$ cat config.mk
export PLATFORM = sky130hd
export DESIGN_NAME = watchdog_timer_block
export DESIGN_NICKNAME = d
export VERILOG_FILES = /design/src/wdt_pkg.sv /design/src/ta_gate.sv /design/src/watchdog_timer_block.sv /design/src/wd_divider_chain.sv
export SDC_FILE = /design/constraint.sdc
export NUM_CORES = 1
export LEC_CHECK = 0
export BUFFER_PORTS_ARGS = -buffer_cell sky130_fd_sc_hd__buf_2
export CAP_MARGIN = 20
export CORE_ASPECT_RATIO = 1.5
export CORE_MARGIN = 8
export CORE_UTILIZATION = 36
export DETAILED_ROUTE_END_ITERATION = 16
export GPL_ROUTABILITY_DRIVEN = 0
export PLACE_DENSITY = 0.58
export SLEW_MARGIN = 10
export SYNTH_ARGS = -nofsm -noshare
export SYNTH_HDL_FRONTEND = slang
export SYNTH_SLANG_ARGS = --single-unit
$ cat constraint.sdc
create_clock -name CLK -period 3.1 [get_ports CLK]
set_input_delay 0.62 -clock CLK [delete_from_list [all_inputs] [get_ports CLK]]
set_output_delay 0.62 -clock CLK [all_outputs]
set_load 0.03 [all_outputs]
$ cat src/wdt_pkg.sv
// Shared constants and types for the watchdog timer block
`default_nettype none
package wdt_pkg;
   // ---------------------------------------------------------------
   // Timing
   // ---------------------------------------------------------------
   localparam int unsigned CLKS_PER_MC = 4;
   localparam int unsigned TA_KEYGAP_MC = 4;
   localparam int unsigned TA_WINDOW_MC = 3;
   localparam int unsigned RST_PULSE_MC = 2;
   localparam logic [4:0] TA_KEYGAP_CLKS = 5'(TA_KEYGAP_MC * CLKS_PER_MC);
   localparam logic [4:0] TA_WINDOW_CLKS = 5'(TA_WINDOW_MC * CLKS_PER_MC);
   localparam logic [3:0] RST_PULSE_CLKS = 4'(RST_PULSE_MC * CLKS_PER_MC);
   localparam logic [9:0] POST_TIMEOUT_TICKS = 10'h200;
   localparam int unsigned CNT_W = 26;
   typedef logic [CNT_W-1:0] cnt_t;
   // ---------------------------------------------------------------
   // Timed-access keys
   // ---------------------------------------------------------------
   localparam logic [7:0] TA_KEY1 = 8'haa;
   localparam logic [7:0] TA_KEY2 = 8'h55;
   // ---------------------------------------------------------------
   // Register map (byte addresses)
   // ---------------------------------------------------------------
   localparam logic [7:0] OFS_CTRL = 8'h00;
   localparam logic [7:0] OFS_TA = 8'h04;
   localparam logic [7:0] OFS_GIE = 8'h08;
   localparam logic [7:0] OFS_EVT_STAT = 8'h0c;
   localparam logic [7:0] OFS_EVT_EN = 8'h10;
   localparam logic [7:0] OFS_EVT_CLR = 8'h14;
   localparam logic [7:0] OFS_COUNT = 8'h18;
   // Control register fields
   localparam int unsigned CTL_RESTART = 0;
   localparam int unsigned CTL_RST_EN = 1;
   localparam int unsigned CTL_CAUSE = 2;
   localparam int unsigned CTL_TMO = 3;
   localparam int unsigned CTL_SEL_LO = 4;
   localparam int unsigned CTL_SEL_HI = 5;
   localparam int unsigned CTL_IRQ_EN = 6;
   localparam int unsigned CTL_RUN = 7;
   localparam logic [7:0] CTRL_RESET = 8'h00;
   // Event status bits
   localparam int unsigned EVT_TMO = 0;
   localparam int unsigned EVT_RST = 1;
   localparam logic [1:0] RESP_OKAY = 2'b00;
   localparam logic [1:0] RESP_SLVERR = 2'b10;
   // ---------------------------------------------------------------
   // States
   // ---------------------------------------------------------------
   typedef enum logic [1:0] {
      PH_COUNT = 2'b00,
      PH_GRACE = 2'b01,
      PH_RESET = 2'b10
   } phase_t;
   typedef enum logic [1:0] {
      G_IDLE = 2'b00,
      G_KEY1 = 2'b01,
      G_OPEN = 2'b10
   } gate_t;
endpackage
`default_nettype wire
$ cat src/ta_gate.sv
// Timed-access key sequence and protected write window
`timescale 1ns/1ps
`default_nettype none
module ta_gate import wdt_pkg::*; (
   input wire logic clk,             // System clock
   input wire logic rstn,            // Sync reset, active low
   input wire logic key_wr,          // Write to key register
   input wire logic [7:0] key_data,  // Key byte
   input wire logic consume,         // Protected write done
   output logic window_open          // Protected writes allowed
);
   typedef struct packed {
      gate_t state;
      logic [4:0] cnt;
   } gate_st_t;

   gate_st_t st;
   gate_st_t next_st;

   always_comb begin
      next_st = st;
      case (st.state)
         G_IDLE: begin
            if (key_wr && key_data == TA_KEY1) begin
               next_st.state = G_KEY1;
               next_st.cnt = '0;
            end
         end
         G_KEY1: begin
            next_st.cnt = st.cnt + 5'h1;
            // Second key must come before 4 machine cycles pass
            if (key_wr && key_data == TA_KEY2 && st.cnt < TA_KEYGAP_CLKS - 5'h1) begin
               next_st.state = G_OPEN; // [RULE_13] [RULE_11]
               next_st.cnt = '0;
            end else if (key_wr && key_data == TA_KEY1) begin
               next_st.cnt = '0;
            end else if (key_wr || st.cnt == TA_KEYGAP_CLKS - 5'h1) begin
               next_st.state = G_IDLE; // [RULE_13]
            end
         end
         G_OPEN: begin
            next_st.cnt = st.cnt + 5'h1;
            // One protected write per key sequence
            if (consume || st.cnt == TA_WINDOW_CLKS - 5'h1) begin
               next_st.state = G_IDLE; // [RULE_12]
            end
         end
         default: begin
            next_st.state = G_IDLE;
         end
      endcase
   end

   always_ff @(posedge clk) begin
      if (!rstn) begin
         st <= '0;
      end else begin
         st <= next_st;
      end
   end

   assign window_open = (st.state == G_OPEN);
endmodule // ta_gate
`default_nettype wire

$ cat src/watchdog_timer_block.sv
// Watchdog timer with timed-access control and AXI4-Lite registers
// What this block does
// RULE_01 - Divider chain counts; two bits select interval
// RULE_02 - Restart bit resets count, then self-clears
// RULE_03 - Elapsed interval sets time-out flag, bit 3
// RULE_04 - Interrupt needs local and global enable
// RULE_05 - Reset 512 ticks after time-out if enabled
// RULE_06 - Reset lasts two machine cycles, sets cause
// RULE_07 - Interrupt and reset enabled independently
// RULE_08 - Flag still sets with both paths disabled
// RULE_09 - Protected bits written only via timed access
// RULE_10 - Software should restart before relying on it
// RULE_11 - Machine cycle equals four system clocks
// RULE_12 - Protected write only within 3 machine cycles
// RULE_13 - Key gap of 4 cycles opens nothing
// RULE_14 - Run bit gates counting and detection
// RULE_15 - Four interval lengths are power-of-two parameters
//
// Register access over AXI4-Lite and the register addresses were decided locally.
`timescale 1ns/1ps
`default_nettype none
module watchdog_timer_block import wdt_pkg::*; #(
   parameter int IVL0_LOG2 = 17,
   parameter int IVL1_LOG2 = 20,
   parameter int IVL2_LOG2 = 23,
   parameter int IVL3_LOG2 = 26
) (
   input wire logic CLK,               // 40 MHz system clock
   input wire logic RSTN,              // Sync reset, active low
   input wire logic [7:0] AWADDR,      // Write address
   input wire logic AWVALID,           // Write address valid
   output logic AWREADY,               // Write address ready
   input wire logic [31:0] WDATA,      // Write data
   input wire logic [3:0] WSTRB,       // Write strobes
   input wire logic WVALID,            // Write data valid
   output logic WREADY,                // Write data ready
   output logic [1:0] BRESP,           // Write response
   output logic BVALID,                // Write response valid
   input wire logic BREADY,            // Write response ready
   input wire logic [7:0] ARADDR,      // Read address
   input wire logic ARVALID,           // Read address valid
   output logic ARREADY,               // Read address ready
   output logic [31:0] RDATA,          // Read data
   output logic [1:0] RRESP,           // Read response
   output logic RVALID,                // Read data valid
   input wire logic RREADY,            // Read data ready
   output logic WD_IRQ,                // Watchdog interrupt request
   output logic EVT_IRQ,               // Event summary interrupt
   output logic WD_SYS_RST             // Watchdog system reset
);
   // ---------------------------------------------------------------
   // State
   // ---------------------------------------------------------------
   typedef struct packed {
      logic awready;
      logic wready;
      logic bvalid;
      logic [1:0] bresp;
      logic arready;
      logic rvalid;
      logic [31:0] rdata;
      logic [1:0] rresp;
      logic aw_got;
      logic w_got;
      logic [7:0] awaddr;
      logic [7:0] wdata;
      logic wstrb0;
      logic run;
      logic restart;
      logic rst_en;
      logic cause;
      logic tmo;
      logic [1:0] sel;
      logic irq_en;
      logic gie;
      logic [1:0] evt_stat;
      logic [1:0] evt_en;
      phase_t phase;
      logic [9:0] post_cnt;
      logic [3:0] rst_cnt;
      logic wd_irq;
      logic evt_irq;
      logic sysrst;
   } wd_st_t;

   wd_st_t st;
   wd_st_t next_st;
   logic tmo_pulse;
   cnt_t count;
   logic ta_open;
   logic wr_exec;
   logic wr_ctrl;
   logic prot_ok;
   logic key_wr;
   logic rst_start;

   // ---------------------------------------------------------------
   // Address decode
   // ---------------------------------------------------------------
   function automatic logic reg_hit(input logic [7:0] a);
      return a[1:0] == 2'h0 && a <= OFS_COUNT;
   endfunction

   function automatic logic [31:0] read_word(input wd_st_t s, input logic [7:0] a,
                                             input cnt_t c);
      case (a)
         OFS_CTRL: read_word = {24'h0, s.run, s.irq_en, s.sel, s.tmo, s.cause,
                                s.rst_en, s.restart};
         OFS_GIE: read_word = {31'h0, s.gie};
         OFS_EVT_STAT: read_word = {30'h0, s.evt_stat};
         OFS_EVT_EN: read_word = {30'h0, s.evt_en};
         OFS_COUNT: read_word = {6'h0, c};
         default: read_word = 32'h0;
      endcase
   endfunction

   // ---------------------------------------------------------------
   // Sub-blocks
   // ---------------------------------------------------------------
   wd_divider_chain #(
      .IVL0_LOG2(IVL0_LOG2),
      .IVL1_LOG2(IVL1_LOG2),
      .IVL2_LOG2(IVL2_LOG2),
      .IVL3_LOG2(IVL3_LOG2)
   ) u_div (
      .clk(CLK),
      .rstn(RSTN),
      .run(st.run),
      .restart(st.restart || st.phase == PH_RESET),
      .sel(st.sel),
      .tmo_pulse(tmo_pulse),
      .count(count)
   );

   ta_gate u_gate (
      .clk(CLK),
      .rstn(RSTN),
      .key_wr(key_wr),
      .key_data(st.wdata),
      .consume(wr_ctrl),
      .window_open(ta_open)
   );

   // ---------------------------------------------------------------
   // Write strobes
   // ---------------------------------------------------------------
   assign wr_exec = st.aw_got && st.w_got && !st.bvalid && st.wstrb0 && reg_hit(st.awaddr);
   assign wr_ctrl = wr_exec && st.awaddr == OFS_CTRL;
   assign prot_ok = wr_ctrl && ta_open; // [RULE_09] [RULE_12]
   assign key_wr = wr_exec && st.awaddr == OFS_TA;
   assign rst_start = st.phase == PH_GRACE && !st.restart && st.run &&
                      st.post_cnt == POST_TIMEOUT_TICKS - 10'h1 && st.rst_en;

   // ---------------------------------------------------------------
   // Next state
   // ---------------------------------------------------------------
   always_comb begin
      next_st = st;
      // Bus write channels, taken in either order
      if (AWVALID && st.awready) begin
         next_st.awready = 1'b0;
         next_st.aw_got = 1'b1;
         next_st.awaddr = AWADDR;
      end
      if (WVALID && st.wready) begin
         next_st.wready = 1'b0;
         next_st.w_got = 1'b1;
         next_st.wdata = WDATA[7:0];
         next_st.wstrb0 = WSTRB[0];
      end
      if (st.aw_got && st.w_got && !st.bvalid) begin
         next_st.aw_got = 1'b0;
         next_st.w_got = 1'b0;
         next_st.bvalid = 1'b1;
         next_st.bresp = reg_hit(st.awaddr) ? RESP_OKAY : RESP_SLVERR;
      end
      if (st.bvalid && BREADY) begin
         next_st.bvalid = 1'b0;
         next_st.awready = 1'b1;
         next_st.wready = 1'b1;
      end
      // Bus read channel
      if (ARVALID && st.arready) begin
         next_st.arready = 1'b0;
         next_st.rvalid = 1'b1;
         next_st.rdata = read_word(st, ARADDR, count);
         next_st.rresp = reg_hit(ARADDR) ? RESP_OKAY : RESP_SLVERR;
      end
      if (st.rvalid && RREADY) begin
         next_st.rvalid = 1'b0;
         next_st.arready = 1'b1;
      end

      // Control register; unprotected bits first
      next_st.restart = 1'b0; // [RULE_02]
      if (wr_ctrl) begin
         next_st.irq_en = st.wdata[CTL_IRQ_EN]; // [RULE_07]
         next_st.cause = st.wdata[CTL_CAUSE]; // [RULE_09]
      end
      if (prot_ok) begin
         next_st.run = st.wdata[CTL_RUN]; // [RULE_09]
         next_st.restart = st.wdata[CTL_RESTART]; // [RULE_02]
         next_st.rst_en = st.wdata[CTL_RST_EN]; // [RULE_07]
         next_st.tmo = st.wdata[CTL_TMO];
         next_st.sel = st.wdata[CTL_SEL_HI:CTL_SEL_LO]; // [RULE_01]
      end
      if (wr_exec && st.awaddr == OFS_GIE) begin
         next_st.gie = st.wdata[0];
      end
      if (wr_exec && st.awaddr == OFS_EVT_EN) begin
         next_st.evt_en = st.wdata[1:0];
      end
      if (wr_exec && st.awaddr == OFS_EVT_CLR) begin
         next_st.evt_stat = st.evt_stat & ~st.wdata[1:0];
      end

      // Hardware sets win over software clears
      if (tmo_pulse) begin
         next_st.tmo = 1'b1; // [RULE_03] [RULE_08]
         next_st.evt_stat[EVT_TMO] = 1'b1;
      end

      // Time-out, grace wait and reset pulse
      case (st.phase)
         PH_COUNT: begin
            if (tmo_pulse) begin
               next_st.phase = PH_GRACE; // [RULE_05]
               next_st.post_cnt = '0;
            end
         end
         PH_GRACE: begin
            if (st.restart) begin
               next_st.phase = PH_COUNT; // [RULE_05]
            end else if (st.run) begin
               next_st.post_cnt = st.post_cnt + 10'h1; // [RULE_14]
               if (st.post_cnt == POST_TIMEOUT_TICKS - 10'h1) begin
                  // Without reset enable only the flag remains
                  next_st.phase = st.rst_en ? PH_RESET : PH_COUNT; // [RULE_05] [RULE_07]
               end
            end
         end
         PH_RESET: begin
            next_st.rst_cnt = st.rst_cnt + 4'h1;
            if (st.rst_cnt == RST_PULSE_CLKS - 4'h1) begin
               next_st.phase = PH_COUNT; // [RULE_06] [RULE_11]
               next_st.sysrst = 1'b0;
            end
         end
         default: begin
            next_st.phase = PH_COUNT;
         end
      endcase
      if (rst_start) begin
         next_st.rst_cnt = '0;
         next_st.sysrst = 1'b1; // [RULE_05]
         next_st.cause = 1'b1; // [RULE_06]
         next_st.evt_stat[EVT_RST] = 1'b1;
      end

      // Outputs follow the new flag values
      next_st.wd_irq = next_st.tmo && next_st.irq_en && next_st.gie; // [RULE_04]
      next_st.evt_irq = |(next_st.evt_stat & next_st.evt_en);
   end

   always_ff @(posedge CLK) begin
      if (!RSTN) begin
         st <= '0;
         st.awready <= 1'b1;
         st.wready <= 1'b1;
         st.arready <= 1'b1;
         {st.run, st.irq_en, st.sel, st.tmo, st.cause, st.rst_en, st.restart} <= CTRL_RESET;
      end else begin
         st <= next_st;
      end
   end

   assign AWREADY = st.awready;
   assign WREADY = st.wready;
   assign BVALID = st.bvalid;
   assign BRESP = st.bresp;
   assign ARREADY = st.arready;
   assign RVALID = st.rvalid;
   assign RDATA = st.rdata;
   assign RRESP = st.rresp;
   assign WD_IRQ = st.wd_irq;
   assign EVT_IRQ = st.evt_irq;
   assign WD_SYS_RST = st.sysrst;
endmodule // watchdog_timer_block
`default_nettype wire

$ cat src/wd_divider_chain.sv
// Divider chain, counting while run is set, with selectable time-out tap
`timescale 1ns/1ps
`default_nettype none
module wd_divider_chain import wdt_pkg::*; #(
   parameter int IVL0_LOG2 = 17,
   parameter int IVL1_LOG2 = 20,
   parameter int IVL2_LOG2 = 23,
   parameter int IVL3_LOG2 = 26
) (
   input wire logic clk,        // System clock
   input wire logic rstn,       // Sync reset, active low
   input wire logic run,        // Counting allowed
   input wire logic restart,    // Return to start
   input wire logic [1:0] sel,  // Interval select
   output logic tmo_pulse,      // One-cycle time-out
   output cnt_t count           // Chain value
);
   typedef struct packed {
      cnt_t cnt;
      logic tmo;
   } div_st_t;

   div_st_t st;
   div_st_t next_st;

   function automatic cnt_t tap_mask(input logic [1:0] s);
      int lg;
      case (s)
         2'h0: lg = IVL0_LOG2;
         2'h1: lg = IVL1_LOG2;
         2'h2: lg = IVL2_LOG2;
         default: lg = IVL3_LOG2;
      endcase
      return (cnt_t'(1) << lg) - cnt_t'(1); // [RULE_15]
   endfunction

   always_comb begin
      next_st = st;
      next_st.tmo = 1'b0;
      if (restart) begin
         next_st.cnt = '0; // [RULE_02]
      end else if (run) begin
         next_st.cnt = st.cnt + cnt_t'(1); // [RULE_01] [RULE_14]
         if ((st.cnt & tap_mask(sel)) == tap_mask(sel)) begin
            next_st.tmo = 1'b1; // [RULE_01]
         end
      end
   end

   always_ff @(posedge clk) begin
      if (!rstn) begin
         st <= '0;
      end else begin
         st <= next_st;
      end
   end

   assign tmo_pulse = st.tmo;
   assign count = st.cnt;
endmodule // wd_divider_chain
`default_nettype wire

* After elaboration in Yosys (flattened, before gate mapping) *
Cells that the tools add are included.

storage, ports and cells
  register bits = 126
  input bits = 59
  output and inout port bits = 44
  logic and storage cells = 172

cells by class
  add/sub/neg operators = 5
  order comparisons = 3
  equality and inequality tests = 31
  shift operators = 1
  multiplexer cells = 37
  bitwise logic cells = 6
  reductions and logical operators = 56

operator list
  cell                                                 count
  case mux 26 bit (5 select lines)                     1
  two-way mux 32 bit                                   2
  == test 8 x 5 -> 1 bit, second input constant        4
  left shift 1 x 32 -> 26 bit, first input constant    1
  adder 26 x 1 -> 26 bit, second input constant        1
  AND 26 bit                                           1
  == test 26 bit                                       1
  logical AND 1 bit                                    26
  subtractor 26 x 1 -> 26 bit, second input constant   1
  == test 8 x 4 -> 1 bit, second input constant        3
  two-way mux 12 bit                                   2
  two-way mux 2 bit                                    11
  case mux 10 bit (2 select lines)                     1
  <= comparator 8 x 5 -> 1 bit, second input constant  2
  zero test 8 bit                                      2
  case mux 5 bit (3 select lines)                      1
  two-way mux 7 bit                                    2
  case mux 2 bit (3 select lines)                      2
  case mux 4 bit (3 select lines)                      1
  AND reduction 4 bit                                  3
  OR reduction 2 bit                                   6
  two-way mux 1 bit                                    11
  adder 10 x 1 -> 10 bit, second input constant        1
  == test 10 x 9 -> 1 bit, second input constant       1
  28 further kinds                                     52

* Depth between registers and ports, before layout *
  depth after elaboration = 10
  mapped depth = 8
  mapped depth without buffers = 8

* Hierarchy *
From an unflattened synthesis, not the netlist that was laid out.

second synthesis, totals
  cells, all modules = 649
  area total of the unflattened synthesis = 5759.3 µm²

modules (own cells, without submodules)
  module                times used  cells an instance  area each (µm²)  seq. area each (µm²)
  watchdog_timer_block  1           423                3772.4           1681.6
  wd_divider_chain      1           161                1373.8           540.5
  ta_gate               1           65                 613.1            140.1

* Worst setup path after synthesis *
Ideal clock, no wire load.

  path type = input to register
  from = input ARADDR[0]
  to = register st, in the netlist RDATA[16]
  setup time = 70 ps
  data arrival time = 2322 ps
  required time = 3030 ps
  path slack = 708 ps
  stages on the path = 8
  buffers on the path = 3
  cells stage by stage = or4_1 nor2_1 and3_1 clkbuf_1 buf_2 buf_2 nand3_1 a21oi_1

on the way
  longest elaborated chain between the ends = 2
  elaborated cells on any way between the ends = 6
  those cells by class = eq/ne (4); mux (1); reduce/logical (1)

ends and longest elaborated chain
  what                                                  line                         RTL
  start, declared                                       watchdog_timer_block.sv:40   input wire logic [7:0] ARADDR,
  == test 8 x 5 -> 1 bit, or another cell as far along  watchdog_timer_block.sv:106  case (a)
  case mux 26 bit (5 select lines) (*)                  watchdog_timer_block.sv:106
  end signal, assigned                                  watchdog_timer_block.sv:273  st <= next_st;
  end, declared                                         watchdog_timer_block.sv:86   wd_st_t st;

Every way passes the cells marked *; elsewhere a longest branch is shown, timed or not.
A chain may end at the register's enable or synchronous reset.

* Worst setup path after layout *
  from = register st[42] (netlist bit)
  to = register st, in the netlist WD_IRQ

on the way
  longest elaborated chain between the ends = 9
  elaborated cells on any way between the ends = 15
  those cells by class = order compare (1); eq/ne (1); mux (4); reduce/logical (9)

ends and longest elaborated chain
  what                                                             line                         RTL
  <= comparator 8 x 5 -> 1 bit or zero test 2 bit (tied branches)  watchdog_timer_block.sv:101  return a[1:0] == 2'h0 && a <= OFS_COUNT;
  logical AND 1 bit                                                watchdog_timer_block.sv:101
  logical AND 1 bit                                                watchdog_timer_block.sv:147  assign wr_exec = st.aw_got && st.w_got && !st.bvalid && st.wstrb0 && reg_hit(st.awaddr);
  logical AND 1 bit                                                watchdog_timer_block.sv:148  assign wr_ctrl = wr_exec && st.awaddr == OFS_CTRL;
  logical AND 1 bit                                                watchdog_timer_block.sv:149  assign prot_ok = wr_ctrl && ta_open;
  two-way mux 3 bit                                                watchdog_timer_block.sv:200  if (prot_ok) begin
  two-way mux 1 bit                                                watchdog_timer_block.sv:218  if (tmo_pulse) begin
  logical AND 1 bit                                                watchdog_timer_block.sv:261  next_st.wd_irq = next_st.tmo && next_st.irq_en && next_st.gie;
  logical AND 1 bit (*)                                            watchdog_timer_block.sv:261

Marks and branches as above.

==> results.toml <==
[sta]
finalCritPeriodShare = 0.812
tns_ns = 0
slew_headroom = 0.390
rsz0062_at_grt = "false"
fin_skew_ns = 0.0164
slew_violations = 0
hold_violations = 0
setup_viol_count_final = 0
fin_crit_ns = 2.52
tightest_slew_ns = 0.913
whs_ns = 0.409
fmax_mhz = 397

[cells_and_area]
nets = 771
areaGrowthSynthToFinish_pct = 15.0
fillCellCount = 1543
antenna_cells = 0
final_core_util = 0.421
drive_above_1_share = 0.172
final_cell_count_no_fill = 909

[routing]
ant_nets = 0
wl_um = 12900
viasPerCell = 5.02
wire_per_inst_um = 14.2
dr.pass1.iters = 5
num_vias = 4559
drt_iter0_drc = 275
drc = 0

[cts]
cts_buffers = 17
htree_levels = 4
root_buffer = "clkbuf_16"
cts_tree = "done"
cts-resized-gates = 0
clk_path_buf_depth = 2
cts_sinks = 118
cts.clk_slew.worst_paths_ns = 0.06
ctsHoldBuffers = 0
clk_latency_ns = 0.42
post_cts_buffers = 0

[worst_setup_path]
setup.worst_path.end_class = "flop"
cp-start-kind = "flop"
required_ns = 3.35
critPathKind = "flop to flop"
crit_arrival_ns = 2.77
path_max_fanout = 6

[global_routing]
track_usage = 0.136
grt_pass1_wl_um = 21400
antenna_found_initial = 0
grt_pass1_vias = 4553
grt.overflow.total = 0
grt_max_degree = 31

[die]
die_w_um = 117
core_mm2 = 0.0150
initial_core_util = 0.366
die_height_um = 167
dieArea_mm2 = 0.0195
io_pins = 103
core.rowCount = 55

[synthesis]
async_reset_ff_frac = 0
synth_edf_count = 0
synth-xor-area-share = 0.0463
synth.distinct_cells = 56
synth-warning-count = 0
synth_fa_ha_area_frac = 0.0342
synth_mux_area_frac = 0.0315
ys_ff_latch = 118
synth_compound_area_frac = 0.124
synth_flop_cell = "dfxtp_1"
yosys.area_share.simple = 0.248
syn_area_mm2 = 0.00549
synth.avg_cell_area_um2 = 8.33
synth_top_family_by_area = "simple AND/OR/NAND/NOR gates"
synth_cells = 659
ys_seq_area_frac = 0.430

[placed_design]
numPortBuffers = 67
dp_hpwl_um = 9710
place_inst = 877

[outcome]
status = "complete, no violations"

[power]
ir_worst_vdd_uv = 292
powerDensity_mw_per_mm2 = 560
p_total_w = 0.00353
p_leak_nw = 2.44

[flow_run]
drv_cap = 0

[hold_path]
hold_path_class = "primary input to flop"
[synth_stat cells (all sizes together), types with 2 or more instances]
master	n	area, µm²
dfxtp	118	2360
nand2	92	345
nor2	65	244
a21oi	62	314
buf	45	317
nand3	38	195
o21ai	28	140
xor2	22	193
clkbuf	18	77.6
inv	18	67.6
ha	15	188
mux2i	15	150
nand4	14	87.6
a22oi	9	67.6
or3	9	56.3
and2	8	50.1
nand3b	8	60.1
xnor2	7	61.3
nand2b	6	37.5
or4	6	48.8
and3	5	31.3
nor2b	4	25.0
nor3	4	20.0
nor4	4	25.0
or2	4	25.0
a211oi	3	22.5
a31oi	3	18.8
nor3b	3	27.5
nor4b	3	26.3
a2111oi	2	17.5
and2b	2	17.5
mux2	2	22.5
o22ai	2	12.5
o31a	2	17.5
[metal layers]
layer / GRT usage / vias to the layer above / part of all wire
li1: - / 2301 / -
met1: 0.143 / 2111 / 0.42
met2: 0.235 / 115 / 0.50
met3: 0.0429 / 32 / 0.053
met4: 0.0710 / 0 / 0.032
met5: 0 / - / 0
[cells by family after synthesis]
family | Yosys count
AOI/OAI and AO/OA | 119
xor gates and xnor gates | 29
adders and majority gates | 15
buffers and inverters | 81
DFF | 118
muxes | 17
other | 1
and+or+nand+nor | 279
[path summary, 6_finish.rpt]
kind                                        startpoint                endpoint  slack [ns]  cells past startpoint
worst min register to register  RDATA[16]$_SDFFE_PN0P_  RDATA[16]$_SDFFE_PN0P_        0.45                      2
worst max-delay path               st[42]$_SDFFE_PN0P_       WD_IRQ$_SDFF_PN0_        0.58                      7
worst min-delay path                            WVALID     WREADY$_SDFFE_PP1P_        0.41                      2
worst max register to register     st[42]$_SDFFE_PN0P_       WD_IRQ$_SDFF_PN0_        0.58                      7
[cell usage in the layout, fill, tap and decap left out, drive strengths merged, types with 15 or more instances in the layout]
cell type and n:
mux2i 15, inv 25, buf 75, ha 15, dfxtp 118, nor2 65
xor2 22, nand3 38, o21ai 28, a21oi 62, clkbuf 18, nand2 92
[critical path, cell delays in order, from the launching register on]
cell and delay (ns):
dfxtp_1 0.31, or4_1 0.63, nor4_1 0.27, buf_4 0.17, nand3_2 0.18, mux2_2 0.29, nor2_1 0.05, nor4_1 0.45
[where the power goes]
| part | switching, W | total (W) | leakage [nW] | internal [W] |
|---|---|---|---|---|
| sequential | 0.0000250 | 0.00156 | 0.955 | 0.00154 |
| clock | 0.000750 | 0.00179 | 0.261 | 0.00104 |
| combinational | 0.000121 | 0.000178 | 1.23 | 0.0000572 |
| total | 0.000896 | 0.00353 | 2.44 | 0.00264 |
[layout make-up]
cell class	count	area, µm²	share of cell area
Multi-Input combinational cell	467	2690	0.426
Clock inverter	14	118	0.0186
Timing Repair Buffer	75	395	0.0626
Clock buffer	18	429	0.0680
Inverter	18	67.6	0.0107
Tap cell	199	249	0.0394
Sequential cell	118	2360	0.374
[per-stage QoR]
step | instance area, µm² | setup slack [ns]
floorplan | 5520 | 0.708
detailed placement | 5770 | 0.568
finish | 6310 | 0.582
CTS | 6310 | 0.549
global route | 6310 | 0.462
global placement | 5770 | 0.634
[flip-flops by register name, indices dropped and copies added (netlist names)]
| signal | flops |
|---|---|
| AWREADY | 1 |
| EVT_IRQ | 1 |
| BRESP | 1 |
| WREADY | 1 |
| ARREADY | 1 |
| WD_SYS_RST | 1 |
| BVALID | 1 |
| st | 48 |
| u_gate.st | 7 |
| u_div.count | 26 |
| RDATA | 26 |
| WD_IRQ | 1 |
| u_div.tmo_pulse | 1 |
| RRESP | 1 |
| RVALID | 1 |
Power figures use the tool's default switching activity.
